**src/rfx_pkg.sv**
```systemverilog
// constants and types shared by the reflex top, the fault block and the bench
package rfx_pkg;

    // ------------------------------------------------------------
    // timing
    // ------------------------------------------------------------
    localparam int CLK_NS   = 10;
    localparam int TICK_NS  = 100000;     // parameter time unit, 0.1 ms
    localparam int TICK_CYC = (TICK_NS + CLK_NS - 1) / CLK_NS;

    // ------------------------------------------------------------
    // sizes
    // ------------------------------------------------------------
    localparam int PW      = 16;
    localparam int AW      = 8;
    localparam int DW      = 32;
    localparam int GRP_CH  = 8;
    localparam int NCH     = 16;
    localparam int IRQ_W   = 4;

    // ------------------------------------------------------------
    // register offsets (byte addresses)
    // ------------------------------------------------------------
    localparam logic [7:0] OFS_FUNC  = 8'h00;
    localparam logic [7:0] OFS_TGT   = 8'h04;
    localparam logic [7:0] OFS_VAL1  = 8'h08;
    localparam logic [7:0] OFS_VAL2  = 8'h0C;
    localparam logic [7:0] OFS_GO    = 8'h10;
    localparam logic [7:0] OFS_EXCH  = 8'h14;
    localparam logic [7:0] OFS_IRQST = 8'h18;
    localparam logic [7:0] OFS_IRQMK = 8'h1C;
    localparam logic [7:0] OFS_OUT   = 8'h20;

    // ------------------------------------------------------------
    // fields and reset values
    // ------------------------------------------------------------
    localparam int TGT_GRP_LSB = 0;
    localparam int TGT_IDX_LSB = 8;
    localparam logic [4:0] GRP_LO = 5'h10;
    localparam logic [4:0] GRP_HI = 5'h18;
    localparam int EXCH_BUSY = 0;
    localparam int EXCH_ERR  = 1;
    localparam int IRQ_DONE  = 0;
    localparam int IRQ_REJ   = 1;
    localparam int IRQ_THR   = 2;
    localparam int IRQ_FLT   = 3;
    localparam logic [15:0] FUNC_RST  = 16'h0000;
    localparam logic [15:0] PARAM_RST = 16'h0001;

    typedef enum logic [3:0] {
        FS_IDLE = 4'b0001,
        FS_FAST = 4'b0010,
        FS_HOLD = 4'b0100,
        FS_SLOW = 4'b1000
    } rfx_fstate_t;

endpackage : rfx_pkg

```
**src/rfx_chan_if.sv**
```systemverilog
// per-channel constants, time base and event between top and function blocks
interface rfx_chan_if #(parameter int PW = 16);
    logic          tick;
    logic          en;
    logic [PW-1:0] p1;
    logic [PW-1:0] p2;
    logic          evt;
    modport ctl (output tick, output en, output p1, output p2, input evt);
    modport blk (input tick, input en, input p1, input p2, output evt);
endinterface : rfx_chan_if

```
**src/rfx_count.sv**
```systemverilog
// command-counting reflex function of one channel
module rfx_count #(parameter int PW = 16) (
    // clock and reset
    input  wire logic clk,
    input  wire logic rst_n,
    // constants and time base
    rfx_chan_if.blk   cfg,
    // field inputs
    input  wire logic cmd_in,
    input  wire logic pulse_in,
    input  wire logic clr_in,
    // outputs
    output logic      phys_out,
    output logic      aux_out
);
    logic [2:0]    in_q_r;
    logic [PW-1:0] cnt_r, cnt_nxt;
    logic          out_r, out_nxt;
    logic          cmd_rise, pulse_rise, clr_rise;

    // inputs low before reset release, so a level high at release is an edge
    assign cmd_rise   = cmd_in & ~in_q_r[0];
    assign pulse_rise = pulse_in & ~in_q_r[1];
    assign clr_rise   = clr_in & ~in_q_r[2];

    always_comb begin
        cnt_nxt = cnt_r;
        out_nxt = out_r;
        // saturate rather than wrap back under the threshold
        if (pulse_rise && cnt_r != {PW{1'b1}}) begin
            cnt_nxt = PW'(cnt_r + 1'b1);
        end
        if (clr_rise) begin
            cnt_nxt = '0;
        end
        if (cmd_rise) begin
            out_nxt = 1'b1;
        end
        if (!cmd_in) begin
            out_nxt = 1'b0;
        end
        if (cnt_nxt >= cfg.p1) begin
            out_nxt = 1'b0;
        end
        if (clr_in || !cfg.en) begin
            out_nxt = 1'b0;
        end
    end

    always_ff @(posedge clk) begin
        if (!rst_n) begin
            in_q_r <= 3'b000;
            cnt_r  <= '0;
            out_r  <= 1'b0;
        end else begin
            in_q_r <= {clr_in, pulse_in, cmd_in};
            cnt_r  <= cnt_nxt;
            out_r  <= out_nxt;
        end
    end

    assign cfg.evt  = cfg.en & (cnt_nxt >= cfg.p1) & (cnt_r < cfg.p1);
    assign phys_out = out_r;
    assign aux_out  = out_r;
endmodule : rfx_count

```
**src/rfx_fault.sv**
```systemverilog
// fault-signalling reflex function of one channel
module rfx_fault #(parameter int PW = 16) (
    // clock and reset
    input  wire logic clk,
    input  wire logic rst_n,
    // constants and time base
    rfx_chan_if.blk   cfg,
    // field inputs
    input  wire logic fault_in,
    input  wire logic ack_in,
    input  wire logic clr_in,
    // outputs
    output logic      phys_out,
    output logic      aux_out
);
    rfx_pkg::rfx_fstate_t st_r, st_nxt;
    logic [1:0]    in_q_r;
    logic [PW-1:0] hc_r, hc_nxt, half;
    logic          blink_r, blink_nxt, out_r, out_nxt, ack_rise, clr_rise;

    assign ack_rise = ack_in & ~in_q_r[0];
    assign clr_rise = clr_in & ~in_q_r[1];
    assign half     = (st_r == rfx_pkg::FS_FAST) ? cfg.p1 : cfg.p2;

    always_comb begin
        st_nxt    = st_r;
        hc_nxt    = hc_r;
        blink_nxt = blink_r;
        unique case (st_r)
            rfx_pkg::FS_IDLE: begin
                if (fault_in) st_nxt = rfx_pkg::FS_FAST;
            end
            rfx_pkg::FS_FAST: begin
                if (ack_rise) st_nxt = fault_in ? rfx_pkg::FS_HOLD : rfx_pkg::FS_SLOW;
            end
            rfx_pkg::FS_HOLD: st_nxt = rfx_pkg::FS_HOLD;
            rfx_pkg::FS_SLOW: st_nxt = rfx_pkg::FS_SLOW;
            default: st_nxt = rfx_pkg::FS_IDLE;
        endcase
        if (clr_rise) begin
            st_nxt = fault_in ? rfx_pkg::FS_FAST : rfx_pkg::FS_IDLE;
        end
        if (!cfg.en) begin
            st_nxt = rfx_pkg::FS_IDLE;
        end
        if (st_nxt != st_r || clr_rise) begin
            hc_nxt    = '0;
            blink_nxt = ~clr_rise; // after a clear the first half is dark
        end else if (cfg.tick) begin
            // equal half periods; a zero time acts as one unit
            if (PW'(hc_r + 1'b1) >= half) begin
                hc_nxt    = '0;
                blink_nxt = ~blink_r;
            end else begin
                hc_nxt = PW'(hc_r + 1'b1);
            end
        end
        unique case (st_nxt)
            rfx_pkg::FS_HOLD: out_nxt = 1'b1;
            rfx_pkg::FS_FAST,
            rfx_pkg::FS_SLOW: out_nxt = blink_nxt;
            default:          out_nxt = 1'b0;
        endcase
    end

    always_ff @(posedge clk) begin
        if (!rst_n) begin
            st_r    <= rfx_pkg::FS_IDLE;
            in_q_r  <= 2'b00;
            hc_r    <= '0;
            blink_r <= 1'b0;
            out_r   <= 1'b0;
        end else begin
            st_r    <= st_nxt;
            in_q_r  <= {clr_in, ack_in};
            hc_r    <= hc_nxt;
            blink_r <= blink_nxt;
            out_r   <= out_nxt;
        end
    end

    assign cfg.evt  = (st_nxt == rfx_pkg::FS_FAST) && (st_r != rfx_pkg::FS_FAST);
    assign phys_out = out_r;
    assign aux_out  = 1'b0;
endmodule : rfx_fault

```
**src/rfx_top.sv**
```systemverilog
// reflex output channels: command counting and fault signalling with parameter update
// ----------------------------------------------------------------
// Overview of operation
// - counter goes to zero on each rising edge of the channel reset input
// - counting: command rising edge raises the physical output
// - counting: each rising pulse edge adds one to the counter
// - counting: threshold reached drops physical and auxiliary outputs
// - counting: command back to zero drops both outputs, threshold or not
// - counting runs regardless of the command level
// - counting: reset input active forces both outputs to zero
// - fault present and unacknowledged: output flashes with period twice fast time
// - acknowledge edge with fault present: output held steadily high
// - acknowledge edge with fault gone: output flashes with period twice slow time
// - clear edge drives the fault output low
// - fault still present after clear: sequence restarts at fast flashing
// - fault function leaves the auxiliary output inactive
// - time values count in units of a tenth of a millisecond
// ----------------------------------------------------------------
//
// Implementation choices: the placing of the registers and strobed register access.
module rfx_top #(
    parameter int TICK_CYCLES = rfx_pkg::TICK_CYC
) (
    // clock and reset
    input  wire logic                    CLK,
    input  wire logic                    RESETN,
    // register port
    input  wire logic [rfx_pkg::AW-1:0]  ADDR,
    input  wire logic [rfx_pkg::DW-1:0]  WDATA,
    input  wire logic                    WR,
    input  wire logic                    RD,
    output logic      [rfx_pkg::DW-1:0]  RDATA,
    // counting inputs
    input  wire logic [rfx_pkg::NCH-1:0] CMD_IN,
    input  wire logic [rfx_pkg::NCH-1:0] PULSE_IN,
    input  wire logic [rfx_pkg::NCH-1:0] CNT_RST_IN,
    // fault inputs
    input  wire logic [rfx_pkg::NCH-1:0] FAULT_IN,
    input  wire logic [rfx_pkg::NCH-1:0] ACK_IN,
    input  wire logic [rfx_pkg::NCH-1:0] CLR_IN,
    // outputs
    output logic      [rfx_pkg::NCH-1:0] PHYS_OUT,
    output logic      [rfx_pkg::NCH-1:0] AUX_OUT,
    output logic                         IRQ
);
    localparam int NCH = rfx_pkg::NCH;
    localparam int PW  = rfx_pkg::PW;
    localparam int DW  = rfx_pkg::DW;
    localparam int TW  = $clog2(TICK_CYCLES + 1);
    localparam int IW  = rfx_pkg::IRQ_W;

    // ------------------------------------------------------------
    // time base
    // ------------------------------------------------------------
    logic [TW-1:0] tcnt_r, tcnt_nxt;
    logic          tick;

    assign tick = (tcnt_r == TW'(TICK_CYCLES - 1));

    always_comb begin
        tcnt_nxt = tick ? '0 : TW'(tcnt_r + 1'b1);
    end

    always_ff @(posedge CLK) begin
        if (!RESETN) begin
            tcnt_r <= '0;
        end else begin
            tcnt_r <= tcnt_nxt;
        end
    end

    // ------------------------------------------------------------
    // register port
    // ------------------------------------------------------------
    logic [NCH-1:0] func_r, func_nxt;
    logic [4:0]     grp_r, grp_nxt;
    logic [2:0]     idx_r, idx_nxt;
    logic [PW-1:0]  val1_r, val1_nxt;
    logic [PW-1:0]  val2_r, val2_nxt;
    logic [DW-1:0]  rdata_r, rdata_nxt;
    logic [IW-1:0]  ist_r, ist_nxt;
    logic [IW-1:0]  imask_r, imask_nxt;
    logic           busy_r, busy_nxt;
    logic           err_r, err_nxt;
    logic [3:0]     dst_r, dst_nxt;
    logic           go, tgt_ok, rej;
    logic [NCH-1:0] thr_evt, flt_evt, out_mux;
    logic [IW-1:0]  ev, w1c;

    assign go     = WR && ADDR == rfx_pkg::OFS_GO;
    // only the two documented groups exist, eight channels each
    assign tgt_ok = (grp_r == rfx_pkg::GRP_LO || grp_r == rfx_pkg::GRP_HI)
                    && 32'(idx_r) < rfx_pkg::GRP_CH;
    // a second request while one is pending is turned away
    assign rej    = go && (busy_r || !tgt_ok);

    always_comb begin
        func_nxt = func_r;
        grp_nxt  = grp_r;
        idx_nxt  = idx_r;
        val1_nxt = val1_r;
        val2_nxt = val2_r;
        if (WR) begin
            unique case (ADDR)
                rfx_pkg::OFS_FUNC: func_nxt = WDATA[NCH-1:0];
                rfx_pkg::OFS_TGT: begin
                    grp_nxt = WDATA[rfx_pkg::TGT_GRP_LSB +: 5];
                    idx_nxt = WDATA[rfx_pkg::TGT_IDX_LSB +: 3];
                end
                rfx_pkg::OFS_VAL1: val1_nxt = WDATA[PW-1:0];
                rfx_pkg::OFS_VAL2: val2_nxt = WDATA[PW-1:0];
                default: ;
            endcase
        end
    end

    // ------------------------------------------------------------
    // parameter update exchange
    // ------------------------------------------------------------
    always_comb begin
        busy_nxt = 1'b0;
        err_nxt  = err_r;
        dst_nxt  = dst_r;
        if (go && !busy_r) begin
            err_nxt = !tgt_ok;
            if (tgt_ok) begin
                busy_nxt = 1'b1;
                dst_nxt  = {grp_r == rfx_pkg::GRP_HI, idx_r};
            end
        end
    end

    // ------------------------------------------------------------
    // interrupts
    // ------------------------------------------------------------
    always_comb begin
        ev                   = '0;
        ev[rfx_pkg::IRQ_DONE] = busy_r;
        ev[rfx_pkg::IRQ_REJ]  = rej;
        ev[rfx_pkg::IRQ_THR]  = |thr_evt;
        ev[rfx_pkg::IRQ_FLT]  = |flt_evt;
        w1c = (WR && ADDR == rfx_pkg::OFS_IRQST) ? WDATA[IW-1:0] : '0;
        // a new event in the clearing cycle survives
        ist_nxt   = (ist_r & ~w1c) | ev;
        imask_nxt = (WR && ADDR == rfx_pkg::OFS_IRQMK) ? WDATA[IW-1:0] : imask_r;
    end

    assign IRQ = |(ist_r & imask_r);

    // ------------------------------------------------------------
    // read path, data valid the cycle after the strobe only
    // ------------------------------------------------------------
    always_comb begin
        rdata_nxt = '0;
        if (RD) begin
            unique case (ADDR)
                rfx_pkg::OFS_FUNC:  rdata_nxt = DW'(func_r);
                rfx_pkg::OFS_TGT:   rdata_nxt = DW'({idx_r, 3'b000, grp_r});
                rfx_pkg::OFS_VAL1:  rdata_nxt = DW'(val1_r);
                rfx_pkg::OFS_VAL2:  rdata_nxt = DW'(val2_r);
                rfx_pkg::OFS_EXCH:  rdata_nxt = DW'({err_r, busy_r});
                rfx_pkg::OFS_IRQST: rdata_nxt = DW'(ist_r);
                rfx_pkg::OFS_IRQMK: rdata_nxt = DW'(imask_r);
                rfx_pkg::OFS_OUT:   rdata_nxt = DW'(out_mux);
                default:            rdata_nxt = '0;
            endcase
        end
    end

    always_ff @(posedge CLK) begin
        if (!RESETN) begin
            func_r  <= rfx_pkg::FUNC_RST;
            grp_r   <= rfx_pkg::GRP_LO;
            idx_r   <= 3'h0;
            val1_r  <= rfx_pkg::PARAM_RST;
            val2_r  <= rfx_pkg::PARAM_RST;
            busy_r  <= 1'b0;
            err_r   <= 1'b0;
            dst_r   <= 4'h0;
            ist_r   <= '0;
            imask_r <= '0;
            rdata_r <= '0;
        end else begin
            func_r  <= func_nxt;
            grp_r   <= grp_nxt;
            idx_r   <= idx_nxt;
            val1_r  <= val1_nxt;
            val2_r  <= val2_nxt;
            busy_r  <= busy_nxt;
            err_r   <= err_nxt;
            dst_r   <= dst_nxt;
            ist_r   <= ist_nxt;
            imask_r <= imask_nxt;
            rdata_r <= rdata_nxt;
        end
    end

    assign RDATA = rdata_r;

    // ------------------------------------------------------------
    // channels: stored constants and both function blocks
    // ------------------------------------------------------------
    rfx_chan_if #(.PW(PW)) cif_cnt [NCH] ();
    rfx_chan_if #(.PW(PW)) cif_flt [NCH] ();

    for (genvar i = 0; i < NCH; i++) begin : g_ch
        logic [PW-1:0] p1_r, p1_nxt, p2_r, p2_nxt;
        logic          c_phys, c_aux, f_phys, f_aux;

        always_comb begin
            p1_nxt = p1_r;
            p2_nxt = p2_r;
            if (busy_r && dst_r == 4'(i)) begin
                p1_nxt = val1_r;
                p2_nxt = val2_r;
            end
        end

        always_ff @(posedge CLK) begin
            if (!RESETN) begin
                p1_r <= rfx_pkg::PARAM_RST;
                p2_r <= rfx_pkg::PARAM_RST;
            end else begin
                p1_r <= p1_nxt;
                p2_r <= p2_nxt;
            end
        end

        assign cif_cnt[i].tick = tick;
        assign cif_cnt[i].en   = ~func_r[i];
        assign cif_cnt[i].p1   = p1_r;
        assign cif_cnt[i].p2   = p2_r;
        assign cif_flt[i].tick = tick;
        assign cif_flt[i].en   = func_r[i];
        assign cif_flt[i].p1   = p1_r;
        assign cif_flt[i].p2   = p2_r;
        assign thr_evt[i]      = cif_cnt[i].evt;
        assign flt_evt[i]      = cif_flt[i].evt;

        rfx_count #(.PW(PW)) u_cnt (
            .clk      (CLK),
            .rst_n    (RESETN),
            .cfg      (cif_cnt[i]),
            .cmd_in   (CMD_IN[i]),
            .pulse_in (PULSE_IN[i]),
            .clr_in   (CNT_RST_IN[i]),
            .phys_out (c_phys),
            .aux_out  (c_aux)
        );

        rfx_fault #(.PW(PW)) u_flt (
            .clk      (CLK),
            .rst_n    (RESETN),
            .cfg      (cif_flt[i]),
            .fault_in (FAULT_IN[i]),
            .ack_in   (ACK_IN[i]),
            .clr_in   (CLR_IN[i]),
            .phys_out (f_phys),
            .aux_out  (f_aux)
        );

        assign out_mux[i] = func_r[i] ? f_phys : c_phys;
        assign AUX_OUT[i] = func_r[i] ? f_aux : c_aux;
    end

    assign PHYS_OUT = out_mux;
endmodule : rfx_top

```
**config.mk**
```make
export PLATFORM = sky130hd
export DESIGN_NAME = rfx_top
export DESIGN_NICKNAME = d
export VERILOG_FILES = /design/src/rfx_pkg.sv /design/src/rfx_chan_if.sv /design/src/rfx_count.sv /design/src/rfx_fault.sv /design/src/rfx_top.sv
export SDC_FILE = /design/constraint.sdc
export NUM_CORES = 2
export LEC_CHECK = 0
export ABC_CLOCK_PERIOD_IN_PS = 3700
export CAP_MARGIN = 10
export CELL_PAD_IN_SITES_DETAIL_PLACEMENT = 0
export CELL_PAD_IN_SITES_GLOBAL_PLACEMENT = 2
export CORE_ASPECT_RATIO = 1.4
export CORE_MARGIN = 5
export CORE_UTILIZATION = 35
export CTS_CLUSTER_DIAMETER = 50
export DETAILED_ROUTE_END_ITERATION = 12
export DONT_BUFFER_PORTS = 1
export PLACE_DENSITY_LB_ADDON = 0.1
export SYNTH_ARGS = -nofsm -noshare
export SYNTH_HDL_FRONTEND = slang
export SYNTH_SLANG_ARGS = --single-unit
```
**constraint.sdc**
```tcl
create_clock -name CLK -period 3.7 [get_ports CLK]
set_clock_uncertainty 0.15 [all_clocks]
set_input_delay 0.185 -clock CLK [delete_from_list [all_inputs] [get_ports CLK]]
set_output_delay 0.185 -clock CLK [all_outputs]
set_load 0.02 [all_outputs]
```
==> flow_metrics.tcl <==
set metrics [dict create \
    status "complete, but fails checks" \
    violations "negative setup slack" \
    hp-start "ADDR[5]" \
    synth_edf_count 0 \
    p_sw_frac 0.238 \
    drt_iter0_drc 4734 \
    overflow 0 \
    p_switching_uw 7960 \
    p_seq_frac 0.426 \
    setup_viol 4 \
    relSlewSlack 0.113 \
    reg2regPathDepth 16 \
    grt_pass1_wl_um 432000 \
    insertion_delay_ps 820 \
    nNetsFinal 11500 \
    crit_chain "or4_1 > or3_4 > dlygate4sd3_1 > nor2_4 > and2_1 > dlygate4sd3_1 > buf_4 > nand2_1 > dlygate4sd3_1 > a21oi_1 > dlygate4sd3_1" \
    fin_crit_sh 1.13 \
    worst_slack_ps -498 \
    worstMarginPinSlew_ps 1330 \
    timing.fmax_mhz 238 \
    cts_made_buffers 175 \
    rsz0062_at_grt "yes" \
    power_density_mw_per_mm2 350 \
    grt_max_degree 194 \
    rrSetupSlack_ps -370 \
    cp_max_fo 14 \
    hold_path_class "in -> reg" \
    path_buf_inv 5 \
    synth.area.top_cells "dfxtp_1, ha_1, nand2_1" \
    dr.pass1.iters 6 \
    cp-end-kind "register" \
    cts_tree "done" \
    yosysUniqueCellTypes 98 \
    initial_core_util 0.351 \
    synth_area_mm2 0.0772 \
    grt_antenna_before_repair 36 \
    ys.flop_type "dfxtp_1" \
    critPathLaunchType "input port" \
    htree_levels 4 \
    ys_async_sr_fraction 0 \
    yosysMostFrequentCell "nand2_1" \
    dp_slack_ps -818 \
    hold_violations 0 \
    worst-setup-path-type "in -> reg" \
    final_area_mm2 0.0958 \
    synth_mux_area_frac 0.0402 \
    io_buffers 0 \
    n_fill_cell 22200 \
    area_delta_synth_final_pct 24.1 \
    gp_congestion 0.848 \
    crit_top_cell "dlygate4sd3_1" \
    max_cap_violations 0 \
    avgViaCountPerCell 5.25 \
    fin_crit_ps 4200 \
    ant_nets 0 \
    synth-compound-area-share 0.138 \
    p_leak_uw 0.0375 \
    coreArea_mm2 0.220 \
    clk_path_buf_depth 4 \
    die_area_mm2 0.230 \
    row_count 204 \
    synth_cells 9715 \
    track_usage 0.242 \
    cp_slowest_stage_delay_ps 740 \
    routed-via-count 71400 \
    cts.clk_slew.worst_paths_ps 60 \
    cpLargestDelayFamily "buffers and inverters" \
    yosysWarningCount 0 \
    ioPinCount 205 \
    yosys_register_bits 1316 \
    syn_avg_cell_area_um2 7.95 \
    arrival_ps 4810 \
    synth-simple-area-share 0.245 \
    grt_pass1_vias 70400 \
    synthAdderAreaFrac 0.127 \
    wl_per_cell_um 21.1 \
    pwr-share-clk 0.524 \
    synthXorXnorAreaFrac 0.0608 \
    cp.required_ps 4310 \
    comb_power_share 0.050 \
    root_buffer "clkbuf_16" \
    placed_area_mm2 0.0863 \
    netlist_top_cells_count "nand2_1, dfxtp_1, a21oi_1" \
    place_hpwl_um 204000 \
    r2r-start "g_ch[11].u_cnt.cnt_r[7]" \
    holdPathStages 4 \
    min_to "RDATA[4]" \
    ir_drop_v 0.000332 \
    synth_top_family_by_area "simple AND/OR/NAND/NOR gates" \
    slew_violations 0 \
    drive_above_1_share 0.148 \
    routed_wl_um 287000 \
    whs_ps 25.3 \
    intPower_uw 25500 \
    clock_sink_count 1316 \
    critPathSlowestCell "or4_1" \
    yosysSeqAreaShare 0.341 \
    yosysTopAreaCell "dfxtp_1" \
    worstReg2RegEnd "ist_r[2]" \
    fp.dieW_um 407 \
    synth_top_area_frac 0.341 \
    post-route-drc-count 0 \
    die_y_um 566 \
]
[worst max path at each step]
stage,start,to,slack [ps],cells after the start
floorplan,g_ch[2].u_flt.hc_r[0],g_ch[2].u_flt.blink_r,6,14
detailed placement,g_ch[8].u_cnt.cnt_r[9],ist_r[2],-820,17
global route,g_ch[3].u_cnt.cnt_r[0],ist_r[2],-620,22
global placement,g_ch[8].u_cnt.cnt_r[9],ist_r[2],-1390,17
CTS,g_ch[7].u_cnt.cnt_r[1],ist_r[2],-410,18
finish,ADDR[1],val2_r[5],-500,11
[routing by layer]
| metal | up-vias | global-route usage | wire [µm] |
|---|---|---|---|
| met2 | 1356 | 0.428 | 139000 |
| met1 | 34200 | 0.310 | 126000 |
| met4 | 16 | 0.0628 | 8050 |
| met5 | - | 0 | 93 |
| li1 | 35300 | - | - |
| met3 | 394 | 0.0319 | 13300 |
[power groups by stage]
stage | clock, µW | combinational (µW) | sequential [µW]
2_1_floorplan | 0 | 759 | 14600
3_3_place_gp | 0 | 1330 | 14600
3_5_place_dp | 0 | 1330 | 14600
4_1_cts | 18000 | 1680 | 14300
5_1_grt | 18600 | 1820 | 14300
6_report | 17500 | 1680 | 14300
[logic make-up (layout without fill, tap and decap cells)]
kind of cell               after synthesis  after routing
DFF                                   1316           1316
adders and majority gates              785            785
xor gates and xnor gates               536            536
and+or+nand+nor                       4034           4034
AOI/OAI and AO/OA                     1803           1803
other                                    1             31
muxes                                  306            306
buffers and inverters                  934           1887
[repair_timing]
item	in CTS	in global routing
endpoints found under the hold margin	1079	6
buffers inserted	15	8
hold buffers	241	3
cloned	0	2
pin swaps	42	23
endpoints found under the setup margin	8	152
gates resized for setup	67	142
[cell type report]
class	count	area (µm²)	area share
clock inverters	68	901	0.00940
diodes	15	37.5	0.000392
multi-input cells	7480	48400	0.506
clock buffers	236	4950	0.0517
well taps	2884	3610	0.0377
flip-flops and latches	1316	26400	0.276
inverters	382	1440	0.0150
repair buffers	1201	10000	0.105
[layout by cell type (no fill, tap or decap), drive strengths merged, types with 129 or more instances in the layout]
master,netlist,layout
xnor2,269,269
and3,136,136
a21o,138,138
o21ai,252,252
inv,382,389
a21oi,1025,1025
nand3,452,452
clkbuf,432,236
buf,120,959
nor3,267,267
mux2i,274,274
nor2,704,704
nand2b,129,129
nand2,1655,1655
xor2,267,267
dfxtp,1316,1316
ha,785,785
nor2b,133,133
dlygate4sd3,0,241
nand4,158,158
[sequential cells by signal, summed over array words and instances (netlist names), 32 cells and up]
signal / flops
g_ch.u_flt.in_q_r: 32
g_ch.u_flt.hc_r: 256
g_ch.u_cnt.in_q_r: 48
g_ch.u_cnt.cnt_r: 256
cif_cnt.p1: 256
g_ch.u_flt.st_r: 64
cif_cnt.p2: 256
[per-stage QoR]
| stage | TNS [ps] | util | instances | power, µW |
|---|---|---|---|---|
| after floorplan | 0 | - | 9730 | 15300 |
| after global placement | -1400 | 0.392 | 13000 | 15900 |
| after detailed placement | -845 | 0.392 | 13000 | 15900 |
| after CTS | -413 | 0.432 | 13600 | 34000 |
| after global routing | -2150 | 0.435 | 13600 | 34700 |
| final | -1790 | 0.435 | 13600 | 33500 |
[tightest hold or removal path: stages]
cell and delay (ps):
or3_4 170, nor2_1 70, a21oi_1 440, nor2_1 80
Note: power is estimated with default switching activity, not from simulation.
